## src/rxop_params.svh

```systemverilog
`ifndef RXOP_PARAMS_SVH
`define RXOP_PARAMS_SVH
// Data bus width, 16-bit word mode
`define RXOP_DATA_W 16
// Cell length in words (53-byte cell, 16-bit bus, padded)
`define RXOP_CELL_WORDS 6'h1B
// Chunk length in words
`define RXOP_CHUNK_WORDS 6'h20
// Reset values
`define RXOP_DATA_RST 16'h0000
`endif

```

## src/rxop_pkg.sv

```systemverilog
package rxop_pkg;
	typedef enum logic [1:0] {
		RXOP_MODE_CELL = 2'b00,
		RXOP_MODE_PKT = 2'b01,
		RXOP_MODE_CHUNK = 2'b10,
		RXOP_MODE_CLEAR = 2'b11
	} rxop_mode_t;
	typedef struct packed {
		logic [15:0] data;
		logic sop;
		logic eop;
		logic err;
	} rxop_word_t;
	typedef struct packed {
		logic [15:0] data;
		logic start;
		logic eop;
		logic valid;
		logic parity;
		logic err;
		logic drive;
	} rxop_out_t;
endpackage : rxop_pkg

```

## src/rxop_port.sv

```systemverilog
`timescale 1ns/1ps
`include "rxop_params.svh"
// How it works
// - Enable high keeps data bus tristated
// - Cell mode: enable low pops, drives next edge
// - Packet mode: enable low pops, drives next edge
// - Start-of-cell high with first cell word
// - Start-of-packet high with first packet word
// - Chunk start pulses with first chunk word
// - End-of-packet high with last packet word
// - Valid high only while outputs are valid
// - Odd parity output with each word
module rxop_port (
	input wire logic sys_clk_i,
	input wire logic nrst_i,
	input wire rxop_pkg::rxop_mode_t mode_i,
	input wire logic link_clk_i,
	input wire logic rx_output_enable_n_i,
	input wire rxop_pkg::rxop_word_t queue_word_i,
	input wire logic queue_valid_i,
	output logic queue_pop_o,
	output logic [15:0] rx_data_o,
	output logic rx_data_oe_o,
	output logic rx_start_o,
	output logic pkt_rx_end_of_packet_o,
	output logic pkt_rx_valid_o,
	output logic rx_parity_o,
	output logic pkt_rx_error_o
);
	////////////////////////////////////////////////////////////////////////
	logic rst_meta_q;
	logic rst_n_q;
	always_ff @(posedge sys_clk_i or negedge nrst_i)
	begin
		if (!nrst_i)
		begin
			rst_meta_q <= 1'b0;
			rst_n_q <= 1'b0;
		end
		else
		begin
			rst_meta_q <= 1'b1;
			rst_n_q <= rst_meta_q;
		end
	end
	////////////////////////////////////////////////////////////////////////
	// Link clock and enable both come from the far domain
	logic link_clk_s;
	logic oe_n_s;
	logic link_clk_prev_q;
	rxop_sync u_sync_clk (
		.sys_clk_i(sys_clk_i),
		.rst_n_i(rst_n_q),
		.d_i(link_clk_i),
		.q_o(link_clk_s)
	);
	rxop_sync u_sync_oe (
		.sys_clk_i(sys_clk_i),
		.rst_n_i(rst_n_q),
		.d_i(rx_output_enable_n_i),
		.q_o(oe_n_s)
	);
	always_ff @(posedge sys_clk_i or negedge rst_n_q)
	begin
		if (!rst_n_q)
			link_clk_prev_q <= 1'b0;
		else
			link_clk_prev_q <= link_clk_s;
	end
	////////////////////////////////////////////////////////////////////////
	function automatic logic odd_par(input logic [15:0] w);
		odd_par = ~(^w);
	endfunction : odd_par
	wire link_rise = link_clk_s & ~link_clk_prev_q;
	// Enable is sampled on the link edge, as the processor sees it
	wire oe_on = ~oe_n_s;
	wire pop = link_rise & oe_on & queue_valid_i;
	wire is_cell = (mode_i == rxop_pkg::RXOP_MODE_CELL);
	wire is_chunk = (mode_i == rxop_pkg::RXOP_MODE_CHUNK);
	wire is_pkt_any = ~is_cell;
	// Word position counter finds cell and chunk boundaries
	logic [5:0] pos_q;
	wire [5:0] limit = is_cell ? `RXOP_CELL_WORDS : `RXOP_CHUNK_WORDS;
	wire at_first = (pos_q == 6'h00);
	// Tracked in every mode so a chunk count starts clean after a packet end
	wire wrap = (pos_q == limit - 6'h01) | (is_pkt_any & queue_word_i.eop);
	wire [5:0] pos_d = wrap ? 6'h00 : pos_q + 6'h01;
	wire start_d = is_cell ? at_first
		: is_chunk ? at_first
		: queue_word_i.sop;
	////////////////////////////////////////////////////////////////////////
	rxop_pkg::rxop_out_t out_q;
	rxop_pkg::rxop_out_t out_d;
	wire word_par = odd_par(queue_word_i.data);
	// Held words stay on the bus; flags only mark a fresh word
	assign out_d = '{
		data: pop ? queue_word_i.data : out_q.data,
		start: pop & start_d,
		eop: pop & is_pkt_any & queue_word_i.eop,
		valid: pop & is_pkt_any,
		parity: pop ? word_par : out_q.parity,
		err: pop & is_pkt_any & queue_word_i.err,
		drive: oe_on
	};
	always_ff @(posedge sys_clk_i or negedge rst_n_q)
	begin
		if (!rst_n_q)
			pos_q <= 6'h00;
		else if (pop)
			pos_q <= pos_d;
	end
	always_ff @(posedge sys_clk_i or negedge rst_n_q)
	begin
		if (!rst_n_q)
		begin
			out_q <= '0;
		end
		else if (link_rise)
		begin
			out_q <= out_d;
		end
	end
	////////////////////////////////////////////////////////////////////////
	logic pop_q;
	always_ff @(posedge sys_clk_i or negedge rst_n_q)
	begin
		if (!rst_n_q)
			pop_q <= 1'b0;
		else
			pop_q <= pop;
	end
	assign queue_pop_o = pop_q;
	assign rx_data_o = out_q.data;
	assign rx_data_oe_o = out_q.drive;
	assign rx_start_o = out_q.start;
	assign pkt_rx_end_of_packet_o = out_q.eop;
	assign pkt_rx_valid_o = out_q.valid;
	assign rx_parity_o = out_q.parity;
	assign pkt_rx_error_o = out_q.err;
endmodule : rxop_port

```

## src/rxop_sync.sv

```systemverilog
`timescale 1ns/1ps
module rxop_sync (
	input wire logic sys_clk_i,
	input wire logic rst_n_i,
	input wire logic d_i,
	output logic q_o
);
	logic meta_q;
	always_ff @(posedge sys_clk_i or negedge rst_n_i)
	begin
		if (!rst_n_i)
		begin
			meta_q <= 1'b0;
			q_o <= 1'b0;
		end
		else
		begin
			meta_q <= d_i;
			q_o <= meta_q;
		end
	end
endmodule : rxop_sync

```

## config.mk

```make
export PLATFORM = sky130hd
export DESIGN_NAME = rxop_port
export DESIGN_NICKNAME = d
export VERILOG_FILES = /design/src/rxop_pkg.sv /design/src/rxop_port.sv /design/src/rxop_sync.sv
export VERILOG_INCLUDE_DIRS = /design/src
export SDC_FILE = /design/constraint.sdc
export NUM_CORES = 1
export LEC_CHECK = 0
export BUFFER_PORTS_ARGS = -buffer_cell sky130_fd_sc_hd__buf_2
export CORE_MARGIN = 8
export CORE_UTILIZATION = 45
export DETAILED_ROUTE_END_ITERATION = 12
export MAX_ROUTING_LAYER = met4
export PLACE_DENSITY = 0.74
export SLEW_MARGIN = 20
export SYNTH_ARGS = -nofsm -noshare
export SYNTH_HDL_FRONTEND = slang
export SYNTH_SLANG_ARGS = --single-unit
```

## constraint.sdc

```tcl
create_clock -name sys_clk_i -period 1.1 [get_ports sys_clk_i]
set_input_delay 0.22 -clock sys_clk_i [delete_from_list [all_inputs] [get_ports sys_clk_i]]
set_output_delay 0.22 -clock sys_clk_i [all_outputs]
set_load 0.01 [all_outputs]
```

==> results.md <==
* Final worst path period share at 1.31
* Max Root-Sink Buffers at 2
* Critical path type: reg -> reg
* Routed wire length per instance at about 13 um
* CP Launch Type: flip-flop
* Pin count of the biggest net entering global routing at 35
* Synth unique cells at 28
* Leakage at 1.26 nW
* Tmin final at about 1.4 ns
* HPWL after DPL at between 2000 and 3000 um
* Setup Skew at ~0.0027 ns
* # Max-Cap Violations at 0
* Layout Nets at roughly 270
* Final WL at between 3000 and 4000 um
* Total number of vias at 1356
* Syn Nets at between 150 and 200
* Placed cell count at 269
* H-tree depth at 2
* Total Neg Setup Slack at -7.91 ns
* Crit end category: flip-flop
* Vias/cell at between 4 and 5
* Cell Pwr Density at approximately 1500 mW/mm2
* Final WS setup at -0.345 ns
* Crit Path Max Fanout at 5
* DRT Pass-1 Iters at 4
* Failing checks: setup timing
* Final Hold Viols at 0
* Chip height at approximately 76 um
* Proportion of layout cells with a drive suffix above 1 at 0.420
* Status: finished with violations
* DRC Markers at 0
* Worst flop-to-flop path endpoint: pos_q[5]
* Vias in the first global route at 1401
* Post-route insts no fill at just under 300
* Area Overhead vs Synth at 44.2%
* Initial Utilization at 0.475
* Chip Width at around 76 um
* Reg-to-Reg Start: link_clk_prev_q
* Final setup fails at 30
* Synth Register Bits at 36
* Synth Cell Area at approximately 0.0016 mm2
* Root buf cell: clkbuf_4
* N_diodes at 0
* Initial DRC count at 47
* ANT nets after route at 0
* Max Freq at about 0.7 GHz
* Total gr overflow at 0
* R2R Setup Slk at -0.35 ns
* Post-synthesis sequential area ratio at 0.564
* Final RePlAce weighted congestion at roughly 0.84
* Fillers at 288
* Synth warn at 0
* CTS tree: built
* VDD IR max at ~0.81 mV
* Cells after synthesis at about 150
* Clock latency on the worst-skew pair at roughly 0.33 ns
* Core Area at 0.00336 mm2
* Clock buffer count from CTS at 5
* Antenna violations before repair at 0
* CP Capture Point: pos_q[5]
* CTS sink cnt at 36
* Crit path required time at about 1.4 ns
* Hold crit path type: in -> reg
* I/O Buffers at 48
* Slew Viols, Final at 0
* FF-to-FF path depth at 5
* # rows at 21
* Worst Setup SP: link_clk_prev_q
* Avg Cell Area, Syn at around 10 um2
* Global Route Usage Sum at 0.149
* Boundary pin count at 49
* First-pass GRT wire length at just over 6000 um
* Reg clk slew, reported paths at approximately 0.10 ns
* Crit path arrival time at around 1.7 ns
* RSZ-0062 raised after global routing: true
* Die area at between 0.005 and 0.006 mm2
[flip-flops by register name (all words and copies together) (netlist names)]
name and flops:
rx_parity_o 1, rx_start_o 1, u_sync_clk.q_o 1, rst_meta_q 1
rst_n_q 1, pkt_rx_error_o 1, u_sync_clk.meta_q 1, u_sync_oe.meta_q 1
u_sync_oe.q_o 1, pos_q 6, rx_data_o 16, link_clk_prev_q 1
rx_data_oe_o 1, pkt_rx_end_of_packet_o 1, queue_pop_o 1, pkt_rx_valid_o 1
[kinds of logic (layout without fill, tap and decap cells)]
family	Yosys count	after routing	synth area share
muxes	1	1	0.00705
buffers and inverters	8	98	0.0494
other	1	1	0.00235
adders and majority gates	2	2	0.0157
DFF	36	36	0.564
and+or+nand+nor	70	70	0.194
xor gates and xnor gates	15	15	0.0823
AOI/OAI and AO/OA	20	20	0.0846
[per-stage QoR]
| stage | worst slack, ns | hold WS, ns | cell area, um2 | util | total power [mW] |
|---|---|---|---|---|---|
| 6_report | -0.345 | 0.0983 | 2300 | 0.685 | 3.37 |
| 5_1_grt | -0.402 | 0.0880 | 2300 | 0.685 | 3.59 |
| 4_1_cts | -0.366 | 0.0845 | 2240 | 0.665 | 3.32 |
| 3_5_place_dp | -0.473 | 0.00683 | 2050 | 0.611 | 2.46 |
| 3_3_place_gp | -0.417 | 0.00558 | 2050 | 0.611 | 2.44 |
| 2_1_floorplan | -0.374 | -0.0756 | 1600 | - | 2.08 |
[where the power goes]
part           total [mW]  switching, mW  internal, mW
Combinational       0.944          0.443         0.501
Sequential           1.65          0.137          1.51
Clock               0.772          0.410         0.362
Total                3.37          0.990          2.38
[layout make-up]
class	count	area (um2)	area share
Clock buffer	7	65.1	0.0283
Inverter	3	23.8	0.0103
Multi-Input combinational cell	109	639	0.278
Sequential cell	36	901	0.391
Tap cell	46	57.6	0.0250
Timing Repair Buffer	88	616	0.267
[worst max-delay path, stage by stage, from the launching register on]
cell and delay [ns]:
dfrtp_1 0.38, nand2b_4 0.14, or3b_4 0.44, buf_6 0.15
nor2_4 0.12, a22o_1 0.16
[metal layers]
metal	up-vias	routed length [um]	track usage
li1	673	-	-
met1	639	1690	0.181
met2	39	1840	0.225
met3	5	269	0.0487
met4	0	40	0.0576
met5	-	0	-
[synth_stat cells]
cell type / number / share of area
clkinv_8: 1 / 0.010
dfrtp_1: 36 / 0.56
o211a_1: 1 / 0.0063
buf_6: 2 / 0.014
nand2b_4: 1 / 0.0086
buf_12: 1 / 0.013
nand2_1: 54 / 0.13
ha_1: 2 / 0.016
xnor2_1: 14 / 0.077
buf_4: 1 / 0.0047
conb_1: 1 / 0.0023
mux2_2: 1 / 0.0071
nor4_1: 1 / 0.0039
o22ai_1: 1 / 0.0039
nor2b_1: 4 / 0.016
inv_1: 2 / 0.0047
or3b_1: 1 / 0.0055
o21ai_2: 2 / 0.011
nor2_4: 1 / 0.0071
a21o_1: 1 / 0.0047
a22o_1: 5 / 0.027
xor2_1: 1 / 0.0055
nor2_1: 4 / 0.0094
and3_1: 3 / 0.012
nand4b_1: 1 / 0.0055
o21ai_0: 8 / 0.025
buf_2: 1 / 0.0031
a21oi_1: 2 / 0.0063
[cell usage in the layout (no fill, tap or decap), types with 2 or more instances in the layout]
cell,count
buf_4,31
nor2_1,3
ha_1,2
a21oi_1,2
o21ai_2,2
buf_2,46
nor2b_1,4
o21ai_1,5
clkbuf_8,2
dlygate4sd3_1,3
nand2_1,53
buf_6,4
inv_1,2
clkbuf_4,5
xnor2_1,14
buf_8,2
o21ai_0,3
a22o_1,5
and3_1,3
dfrtp_1,36
[how the worst min path moves through the flow]
stage                           startpoint            end  slack, ns  depth (start not counted)
final                     queue_word_i[12]   rx_data_o[9]        0.1                          3
after global routing      queue_word_i[15]  rx_data_o[12]       0.09                          3
after CTS                 queue_word_i[12]   rx_data_o[9]       0.08                          3
after detailed placement            nrst_i        rst_n_q      0.007                          1
after global placement              nrst_i        rst_n_q      0.006                          1
after floorplan                     nrst_i     rst_meta_q      -0.08                          0
[timing repair]
item                       CTS  global route
gates cloned                 1             0
resized for setup           12             5
setup buffers                3             6
setup endpoints to repair   40            51
hold buffers                 3             0
hold endpoints to repair     4             0
pin swaps                    6             3
Note: power is estimated with default switching activity, not from simulation.
